`config.mk`:
```
export PLATFORM = sky130hd
export DESIGN_NAME = lsi_led_status
export DESIGN_NICKNAME = d
export VERILOG_FILES = /design/src/design/lsi_pkg.sv /design/src/design/lsi_led_status.sv
export SDC_FILE = /design/constraint.sdc
export NUM_CORES = 1
export LEC_CHECK = 0
export ABC_AREA = 1
export BUFFER_PORTS_ARGS = -buffer_cell sky130_fd_sc_hd__buf_2
export CAP_MARGIN = 20
export CORE_ASPECT_RATIO = 0.8
export CORE_UTILIZATION = 47
export DETAILED_ROUTE_END_ITERATION = 12
export MAX_ROUTING_LAYER = met4
export PLACE_DENSITY = 0.75
export SKIP_LAST_GASP = 1
export SLEW_MARGIN = 25
export SYNTH_ARGS = -nofsm -noshare
export SYNTH_HDL_FRONTEND = slang
export SYNTH_SLANG_ARGS = --single-unit
```
`constraint.sdc`:
```
create_clock -name sys_clk -period 3.34 [get_ports sys_clk]
set_clock_uncertainty 0.05 [all_clocks]
set_input_delay 0.668 -clock sys_clk [delete_from_list [all_inputs] [get_ports sys_clk]]
set_output_delay 0.668 -clock sys_clk [all_outputs]
set_load 0.05 [all_outputs]
```
`src/design/lsi_pkg.sv`:
```
// Shared constants for the LED status indicator block
package lsi_pkg;

  // Register byte addresses on APB
  localparam logic [11:0] ADDR_LED_STATUS = 12'h000;
  localparam logic [11:0] ADDR_MISC_CFG   = 12'h004;
  localparam int          ADDR_W          = 12;

  // Field positions of led_pin_b_status
  localparam int BIT_COLLISION  = 0;
  localparam int BIT_RX_DELIM   = 1;
  localparam int BIT_RX         = 2;
  localparam int BIT_RSVD3      = 3;
  localparam int BIT_TX         = 4;
  localparam int BIT_RX_MATCH   = 5;
  localparam int BIT_LINK       = 6;
  localparam int BIT_STRETCH    = 7;
  localparam int BIT_FDX_LINK   = 8;
  localparam int BIT_FAST_SPEED = 12;
  localparam int BIT_LED_OFF    = 13;
  localparam int BIT_POLARITY   = 14;
  localparam int BIT_STATE      = 15;

  // Field position of misc_config_reg
  localparam int BIT_PROG_EN = 12;

  // Bits that software or the EEPROM may store
  localparam logic [15:0] CFG_WR_MASK = 16'h71f7;

  // Hard reset values, first and second LED instance
  localparam logic [15:0] RST_CFG_FIRST  = 16'h00c0;
  localparam logic [15:0] RST_CFG_SECOND = 16'h0094;
  localparam logic        RST_PROG_EN    = 1'b0;

  // MII nibble values around the start of frame
  localparam logic [3:0] NIB_PREAMBLE = 4'h5;
  localparam logic [3:0] NIB_SFD      = 4'hd;

  // Pulse stretch time
  localparam int CLK_MHZ         = 100;
  localparam int STRETCH_TIME_US = 20000;
  localparam int STRETCH_CYCLES  = STRETCH_TIME_US * CLK_MHZ;

  typedef enum logic [1:0] {
    LSI_RX_IDLE,
    LSI_RX_PREAMBLE,
    LSI_RX_DATA
  } lsi_rx_state_e;

endpackage

```
`src/design/lsi_led_status.sv`:
```
// LED status indicator: event selection, stretcher, pin drive and APB registers
//
// Chosen here: register access over APB and the register addresses.
`timescale 1ns/1ns
`default_nettype none

// Notes on behaviour
// - Stretch enable extends on-time, else pin follows
// - First instance resets stretch enable to one
// - Link enable passes link pass state
// - First instance resets link enable to one
// - Match enable passes address-matched receive activity
// - Transmit enable passes transmit activity
// - Receive enable passes any receive activity
// - Delimiter enable passes low nibble of data
// - Collision enable passes collision activity
// - State bit reads unstretched OR of events
// - OR built from per-bit gated event sources
// - State bit read-only, untouched by resets
// - Second instance resets transmit, receive, stretch
// - Programming enable gates APB writes to led_pin_b_status only
// - EEPROM loads the lower sixteen bits
// - Upper sixteen bits written as zero
// - Bit three reserved, reads zero
// - Other enables cleared by hard reset only
// - Polarity selects open drain or totem pole
// - Disable bit forces pin inactive
// - Full-duplex link enable passes link plus duplex
// - Speed enable passes 100 Mbps operation
module lsi_led_status #(
  parameter int SECOND_INSTANCE = 1,
  parameter int STRETCH_CYCLES  = lsi_pkg::STRETCH_CYCLES
) (
  // Clock and reset
  input  wire logic                       sys_clk,
  input  wire logic                       srst,
  // APB slave
  input  wire logic                       psel,
  input  wire logic                       penable,
  input  wire logic                       pwrite,
  input  wire logic [lsi_pkg::ADDR_W-1:0] paddr,
  input  wire logic [31:0]                pwdata,
  output logic      [31:0]                prdata,
  output logic                            pready,
  output logic                            pslverr,
  // EEPROM configuration load
  input  wire logic                       eeprom_load,
  input  wire logic [15:0]                eeprom_data,
  // Network events from the MAC and address filter
  input  wire logic                       link_pass,
  input  wire logic                       fdx_mode,
  input  wire logic                       speed_100,
  input  wire logic                       rx_match_act,
  input  wire logic                       tx_act,
  input  wire logic                       rx_act,
  input  wire logic                       collision_act,
  // MII receive pins
  input  wire logic                       mii_rx_clk,
  input  wire logic                       mii_rx_dv,
  input  wire logic [3:0]                 mii_rxd,
  // LED pin
  output logic                            led_pin_b_o,
  output logic                            led_pin_b_oe
);

  localparam int CNT_W = $clog2(STRETCH_CYCLES + 1);
  localparam logic [CNT_W-1:0] CNT_LOAD = CNT_W'(STRETCH_CYCLES);

  // Configuration state
  logic [15:0] led_cfg;
  logic [15:0] next_led_cfg;
  logic        led_prog_en;
  logic        next_led_prog_en;

  // APB read path state
  logic [31:0] next_prdata;
  logic        next_pslverr;

  // MII synchronisers
  logic [1:0]  rx_clk_sync;
  logic [1:0]  rx_dv_sync;
  logic [3:0]  rxd_meta;
  logic [3:0]  rxd_sync;
  logic        rx_clk_prev;
  logic        next_rx_clk_prev;

  // Delimiter tracker
  lsi_pkg::lsi_rx_state_e rx_state;
  lsi_pkg::lsi_rx_state_e next_rx_state;
  logic        low_nibble;
  logic        next_low_nibble;
  logic        delim_act;
  logic        next_delim_act;

  // Status and stretcher
  logic        led_state_bit;
  logic        state_prev;
  logic        next_state_prev;
  logic [CNT_W-1:0] stretch_cnt;
  logic [CNT_W-1:0] next_stretch_cnt;
  logic        led_active;
  logic        next_led_o;
  logic        next_led_oe;

  // Write decode shared by both registers
  function automatic logic wr_hit(input logic [lsi_pkg::ADDR_W-1:0] addr,
                                  input logic [lsi_pkg::ADDR_W-1:0] target);
    wr_hit = psel && penable && pwrite && (addr == target);
  endfunction

  assign pready = 1'b1;

  // Configuration registers
  always_comb begin
    next_led_cfg     = led_cfg;
    next_led_prog_en = led_prog_en;
    if (wr_hit(paddr, lsi_pkg::ADDR_MISC_CFG)) begin
      next_led_prog_en = pwdata[lsi_pkg::BIT_PROG_EN];
    end
    if (wr_hit(paddr, lsi_pkg::ADDR_LED_STATUS) && led_prog_en) begin
      next_led_cfg = pwdata[15:0] & lsi_pkg::CFG_WR_MASK;
    end
    if (eeprom_load) begin
      next_led_cfg = eeprom_data & lsi_pkg::CFG_WR_MASK;
    end
  end

  always_ff @(posedge sys_clk) begin
    if (srst) begin
      // Only hard reset touches the enables
      if (SECOND_INSTANCE != 0) begin
        led_cfg <= lsi_pkg::RST_CFG_SECOND;
      end else begin
        led_cfg <= lsi_pkg::RST_CFG_FIRST;
      end
      led_prog_en <= lsi_pkg::RST_PROG_EN;
    end else begin
      led_cfg     <= next_led_cfg;
      led_prog_en <= next_led_prog_en;
    end
  end

  // APB read data, captured in the setup phase
  always_comb begin
    next_prdata  = prdata;
    next_pslverr = pslverr;
    if (psel && !penable) begin
      next_prdata  = 32'h0000_0000;
      next_pslverr = 1'b0;
      case (paddr)
        lsi_pkg::ADDR_LED_STATUS: begin
          next_prdata[15:0] = led_cfg;
          next_prdata[lsi_pkg::BIT_STATE] = led_state_bit;
        end
        lsi_pkg::ADDR_MISC_CFG: begin
          next_prdata[lsi_pkg::BIT_PROG_EN] = led_prog_en;
        end
        default: begin
          next_pslverr = 1'b1;
        end
      endcase
    end
  end

  always_ff @(posedge sys_clk) begin
    if (srst) begin
      prdata  <= 32'h0000_0000;
      pslverr <= 1'b0;
    end else begin
      prdata  <= next_prdata;
      pslverr <= next_pslverr;
    end
  end

  // Two-stage synchronisers on the MII pins
  always_ff @(posedge sys_clk) begin
    if (srst) begin
      rx_clk_sync <= 2'h0;
      rx_dv_sync  <= 2'h0;
      rxd_meta    <= 4'h0;
      rxd_sync    <= 4'h0;
    end else begin
      rx_clk_sync <= {rx_clk_sync[0], mii_rx_clk};
      rx_dv_sync  <= {rx_dv_sync[0], mii_rx_dv};
      rxd_meta    <= mii_rxd;
      rxd_sync    <= rxd_meta;
    end
  end

  // Nibble tracker: finds the delimiter, then marks every low data nibble
  always_comb begin
    next_rx_clk_prev = rx_clk_sync[1];
    next_rx_state    = rx_state;
    next_low_nibble  = low_nibble;
    next_delim_act   = delim_act;
    if (rx_clk_sync[1] && !rx_clk_prev) begin
      case (rx_state)
        lsi_pkg::LSI_RX_IDLE: begin
          next_low_nibble = 1'b0;
          if (rx_dv_sync[1] && rxd_sync == lsi_pkg::NIB_PREAMBLE) begin
            next_rx_state = lsi_pkg::LSI_RX_PREAMBLE;
          end
        end
        lsi_pkg::LSI_RX_PREAMBLE: begin
          if (!rx_dv_sync[1]) begin
            next_rx_state = lsi_pkg::LSI_RX_IDLE;
          end else if (rxd_sync == lsi_pkg::NIB_SFD) begin
            next_rx_state   = lsi_pkg::LSI_RX_DATA;
            next_low_nibble = 1'b1;
          end else if (rxd_sync != lsi_pkg::NIB_PREAMBLE) begin
            next_rx_state = lsi_pkg::LSI_RX_IDLE;
          end
        end
        lsi_pkg::LSI_RX_DATA: begin
          if (!rx_dv_sync[1]) begin
            next_rx_state   = lsi_pkg::LSI_RX_IDLE;
            next_low_nibble = 1'b0;
          end else begin
            next_low_nibble = !low_nibble;
          end
        end
        default: begin
          next_rx_state   = lsi_pkg::LSI_RX_IDLE;
          next_low_nibble = 1'b0;
        end
      endcase
      // Nibble now on the pins is the low half of a data byte
      next_delim_act = rx_dv_sync[1] && (rx_state == lsi_pkg::LSI_RX_DATA) && low_nibble;
    end
    if (!rx_dv_sync[1]) begin
      next_delim_act = 1'b0;
    end
  end

  always_ff @(posedge sys_clk) begin
    if (srst) begin
      rx_clk_prev <= 1'b0;
      rx_state    <= lsi_pkg::LSI_RX_IDLE;
      low_nibble  <= 1'b0;
      delim_act   <= 1'b0;
    end else begin
      rx_clk_prev <= next_rx_clk_prev;
      rx_state    <= next_rx_state;
      low_nibble  <= next_low_nibble;
      delim_act   <= next_delim_act;
    end
  end

  // Unstretched status: OR of gated events, no storage of its own
  always_comb begin
    led_state_bit =
      (led_cfg[lsi_pkg::BIT_COLLISION]  && collision_act)        ||
      (led_cfg[lsi_pkg::BIT_RX_DELIM]   && delim_act)            ||
      (led_cfg[lsi_pkg::BIT_RX]         && rx_act)               ||
      (led_cfg[lsi_pkg::BIT_TX]         && tx_act)               ||
      (led_cfg[lsi_pkg::BIT_RX_MATCH]   && rx_match_act)         ||
      (led_cfg[lsi_pkg::BIT_LINK]       && link_pass)            ||
      (led_cfg[lsi_pkg::BIT_FDX_LINK]   && link_pass && fdx_mode) ||
      (led_cfg[lsi_pkg::BIT_FAST_SPEED] && speed_100);
  end

  // Stretcher: reloads in every cycle that the status is high
  always_comb begin
    next_state_prev  = led_state_bit;
    next_stretch_cnt = stretch_cnt;
    if (led_state_bit && !state_prev) begin
      next_stretch_cnt = CNT_LOAD;
    end else if (led_state_bit) begin
      next_stretch_cnt = CNT_LOAD;
    end else if (stretch_cnt != '0) begin
      next_stretch_cnt = stretch_cnt - 1'b1;
    end
  end

  always_ff @(posedge sys_clk) begin
    if (srst) begin
      state_prev  <= 1'b0;
      stretch_cnt <= '0;
    end else begin
      state_prev  <= next_state_prev;
      stretch_cnt <= next_stretch_cnt;
    end
  end

  // Pin drive
  always_comb begin
    if (led_cfg[lsi_pkg::BIT_STRETCH]) begin
      led_active = led_state_bit || (stretch_cnt != '0);
    end else begin
      led_active = led_state_bit;
    end
    if (led_cfg[lsi_pkg::BIT_LED_OFF]) begin
      next_led_o  = 1'b0;
      next_led_oe = 1'b0;
    end else if (led_cfg[lsi_pkg::BIT_POLARITY]) begin
      next_led_o  = led_active;
      next_led_oe = 1'b1;
    end else begin
      next_led_o  = 1'b0;
      next_led_oe = led_active;
    end
  end

  always_ff @(posedge sys_clk) begin
    if (srst) begin
      led_pin_b_o  <= 1'b0;
      led_pin_b_oe <= 1'b0;
    end else begin
      led_pin_b_o  <= next_led_o;
      led_pin_b_oe <= next_led_oe;
    end
  end

endmodule

`default_nettype wire

```
Word level (Yosys, flattened, before mapping)

Index checks and enable logic that the tools add are counted.

Bits in registers: 70
Input bits: 79
Bits in read-only memories: 0
Bits in writable memories: 0
Output and inout port bits: 36
Memories: 0
Bits in latches: 0

Muxes and demuxes: 21
Eq/ne operators: 11
$mul: 0
Add/subtract/negate cells: 1
Order comparisons: 0
Shift operators: 0
Reduce and logical (&&, ||, !) cells: 44
Bitwise gates (word level): 2
Div/mod/pow operators: 0

Operators with widths:

| cell                    | count |
|---|---|
| $mux W21                | 3 |
| $mux W15                | 2 |
| $reduce_bool A21 Y1     | 1 |
| $sub A21 B1 Y21 const B | 1 |
| $logic_and A1 B1 Y1     | 20 |
| $eq A12 B3 Y1 const B   | 1 |
| $logic_not A12 Y1       | 1 |
| $mux W2                 | 5 |
| $mux W9                 | 1 |
| $logic_or A1 B1 Y1      | 8 |
| $ne A2 B2 Y1 const B    | 4 |
| $mux W1                 | 6 |
| $pmux W2 S3             | 1 |
| $reduce_or A2 Y1        | 3 |
| $reduce_or A3 Y1        | 2 |
| $eq A4 B3 Y1 const B    | 1 |
| $eq A4 B4 Y1 const B    | 1 |
| $logic_not A1 Y1        | 4 |
| $ne A4 B3 Y1 const B    | 1 |
| $ne A4 B4 Y1 const B    | 1 |
| $pmux W1 S2             | 2 |
| $reduce_and A4 Y1       | 1 |
| $mux W3                 | 1 |
| $reduce_and A3 Y1       | 1 |
| other kinds (6)         | 7 |

Depth between registers and ports, before layout

Depth in word-level cells: 11
Gate-level depth with buffers: 8
Depth with buffers taken out: 8

Least setup slack after synthesis

Ideal clock, no wire load.

Kind: input -> register
From: input paddr[11] (netlist name)
To: register led_cfg[2]
Stages on the path: 8
Library setup time: 63 ps
Setup slack: 1726 ps
Path buffers: 1
Data required time: 3227 ps
Arrival time: 1502 ps
Cells stage by stage: nor2_1 -> nand2_1 -> nor2_4 -> nand3_4 -> nand2_4 -> buf_12 -> o211ai_2 -> nand3_2

Word-level cells in the longest chain between the ends: 4

Ends and longest elaborated chain:

| element                             | RTL line              | text |
|---|---|---|
| start: declaration                  | lsi_led_status.sv:41  | `input wire logic [lsi_pkg::ADDR_W-1:0] paddr,` |
| $logic_not A12 Y1                   | lsi_led_status.sv:108 | `wr_hit = psel && penable && pwrite && (addr == target);` |
| $logic_and A1 B1 Y1                 | lsi_led_status.sv:108 |  |
| $logic_and A1 B1 Y1                 | lsi_led_status.sv:120 | `if (wr_hit(paddr, lsi_pkg::ADDR_LED_STATUS) && led_prog_en) begin` |
| $reduce_bool A2 Y1 (no source line) | --                    |  |
| end signal: assignment              | lsi_led_status.sv:132 | `led_cfg <= lsi_pkg::RST_CFG_SECOND;` |
| end signal: assignment              | lsi_led_status.sv:134 | `led_cfg <= lsi_pkg::RST_CFG_FIRST;` |
| end signal: assignment              | lsi_led_status.sv:138 | `led_cfg <= next_led_cfg;` |
| end: declaration                    | lsi_led_status.sv:70  | `logic [15:0] led_cfg;` |

Every way passes these cells.
A chain may end at the register's enable or synchronous reset.

Final worst setup path

From: input penable
To: register prdata[12]

Word-level cells in the longest chain between the ends: 2

Ends and longest elaborated chain:

| element                | RTL line              | text |
|---|---|---|
| start: declaration     | lsi_led_status.sv:39  | `input wire logic penable,` |
| $logic_not A1 Y1       | lsi_led_status.sv:147 | `if (psel && !penable) begin` |
| $logic_and A1 B1 Y1    | lsi_led_status.sv:147 |  |
| end signal: assignment | lsi_led_status.sv:170 | `prdata <= next_prdata;` |
| end: declaration       | lsi_led_status.sv:43  | `output logic [31:0] prdata,` |

Every way passes these cells.

==> impl_metrics.ini <==
[outcome]
status = finished with violations
violations = DRC

[critical_path]
cp-end-kind = flip-flop
path_cells = buf_2, nor2_1, inv_1, nor2_4, nand2_1, a31oi_1
cp_data_required_time_ns = 3.57
worst-path-buf-inv = 2
max_stage_delay_ns = 0.43
path_class = primary input to flip-flop
regToRegSetupSlack_ns = 1.70
path_max_fanout = 13
cp_top_family = simple AND/OR/NAND/NOR gates
arrival_ns = 1.97
cpMaxStageDelayCell = nor2_4
cp-start-kind = primary input

[sta]
setup_tns_ns = 0
max_clock_freq_mhz = 576
slew_headroom_pct = 57.1
period_share_pct = 52.0
post-route-min-period_ns = 1.74
rsz0062_at_grt = false
worstMarginPinSlew_ns = 0.643
fin_hold_ws_ns = 0.349
maxSlewViolCount = 0
finalSetupViolations = 0
hold_viol = 0
setup_ws_ns = 1.60

[routing]
vias = 2958
first_iter_violations = 85
detail-route-antenna-nets = 0
routed_wl_microns = 6790
first_pass_iters = 9
drc = 8
viasPerCell = 4.81
avgRoutedWirePerCell_microns = 11.0

[placement]
routabilityCongestion = 0.875
hpwl_microns = 5140
io_buffer_count = 67
place_inst = 599
pre_cts_slack_ns = 1.23

[final_layout]
mostFrequentLayoutCells = nand2_1, buf_2, dfxtp_1
layout-drive-gt1-share_pct = 29.4
antenna_cells = 0
final_nets = 607
areaGrowthSynthToFinish_pct = 13.3
layoutNonFillerInstCount = 615
final_common_cell = nand2_1

[cts]
cts.sink_count = 65
cts.root.buffer_cell = clkbuf_8
cts_buffers = 9
cts.clk_slew.worst_paths_ns = 0.08
cts_setup_buffers = 0
cts_tree = yes
cts_resized = 0
h-tree-depth = 3
insertion_delay_ns = 0.36
cts_hold_buf = 0
cts_buffer_depth = 2

[floorplan]
die_w_microns = 97.8
core_sq_um = 6990
row_count = 27
start_util_pct = 49.3
ios = 115
die_h_microns = 78.6
die_area_sq_um = 7690

[grt]
overflow = 0
grt_pass1_wl_microns = 11800
antenna_found_initial = 0
grt.total_usage_pct = 19.9
grt_max_degree = 37
grt_pass1_vias = 2713

[run]
cap_violations = 0

[yosys]
yosys_warnings = 0
ys_ff_latch = 65
syn-mean-instance-area_sq_um = 7.53
syn_inst = 458
synthTopCellsByArea = dfxtp_1, nand2_1, nor2_1
synth-seq-area-share_pct = 37.7
yosysUniqueCellTypes = 39
netlist_area_sq_um = 3450
async_reset_ff_share_pct = 0
synth-edff-count = 0
synth_top_cell_by_area = dfxtp_1
synth.top_cell.area_share_pct = 37.7
ys.flop_type = dfxtp_1

[power_and_ir_drop]
p_total_mw = 1.86
power_per_cell_area_nw_per_um2 = 477
peakVddDrop_v = 0.000237
leakagePower_nw = 1.84

[min_path]
hold_path_class = flip-flop to flip-flop
-- worst register-to-register path, cell delays in order (launching register included) --
cell	delay, ns
dfxtp_1	0.30
inv_1	0.17
ha_1	0.32
nand2_1	0.14
nor2_1	0.22
nand2_1	0.10
xor2_1	0.14
nand2_1	0.06
nor2_1	0.04
-- metrics by stage --
step	instance area, sq um	util [%]
finish	3910	55.9
global route	3910	55.9
CTS	3910	55.9
detailed placement	3720	53.2
global placement	3720	53.2
floorplan	3520	-
-- synth_stat cells (3+ instances only) --
cell type / number
buf_4: 21
inv_1: 43
nand4_1: 8
nor2_4: 5
a21oi_2: 11
buf_6: 4
nor2_1: 60
ha_1: 5
dfxtp_1: 65
clkbuf_1: 4
xor2_1: 5
nand3b_1: 5
nand3_2: 6
a21oi_1: 19
nand2_1: 92
nand3_1: 27
nor3_1: 4
or2_2: 5
nand2_2: 13
o211ai_2: 3
nor2_2: 19
xnor2_1: 4
o21ai_0: 7
-- path summary, 6_finish.rpt --
path,start,end,cells after the start
setup reg to reg,stretch_cnt[0]$_SDFFE_PP0P_,stretch_cnt[16]$_SDFFE_PP0P_,8
hold / removal,rx_dv_sync[0]$_SDFF_PP0_,rx_dv_sync[1]$_SDFF_PP0_,2
hold reg to reg,rx_dv_sync[0]$_SDFF_PP0_,rx_dv_sync[1]$_SDFF_PP0_,2
setup / recovery,penable,prdata[12]$_SDFFE_PP0P_,6
-- kinds of logic after synthesis --
group	after synthesis	share of synthesized area [%]
compound gates	45	8.59
simple gates	255	37.3
xor+xnor	9	2.28
fa+ha+maj	5	1.81
buf+inv	77	12.1
flops	65	37.7
other cells	2	0.218
-- power breakdown --
group	switching [mW]	leakage, nW	total [mW]	internal [mW]
registers	0.0310	0.533	0.843	0.812
logic	0.258	1.22	0.385	0.127
clock network	0.352	0.0899	0.636	0.284
total	0.641	1.84	1.86	1.22
-- state kept, by name, summed over array words and instances (netlist names) --
name and count:
rx_clk_prev 1, rxd_sync 4, rx_dv_sync 2, rx_state 2
delim_act 1, prdata 12, rxd_meta 4, rx_clk_sync 2
led_cfg 11, stretch_cnt 21, low_nibble 1, led_prog_en 1
led_pin_b_oe 1, led_pin_b_o 1, pslverr 1
-- routing by layer --
| layer | GRT usage [%] | routed length [microns] |
|---|---|---|
| met5 | - | 0 |
| met4 | 7.42 | 77 |
| met3 | 6.32 | 386 |
| met2 | 31.8 | 3110 |
| met1 | 23.5 | 3220 |
-- cell type report --
| class | instances | area, sq um |
|---|---|---|
| clock buffer | 9 | 124 |
| clock inverter | 7 | 63.8 |
| fill | 627 | 3080 |
| inverter | 44 | 166 |
| multi-input combinational | 335 | 1800 |
| sequential | 65 | 1300 |
| tap | 87 | 109 |
| timing repair buffer | 68 | 343 |
No activity file was read; power rests on OpenSTA's default activity.
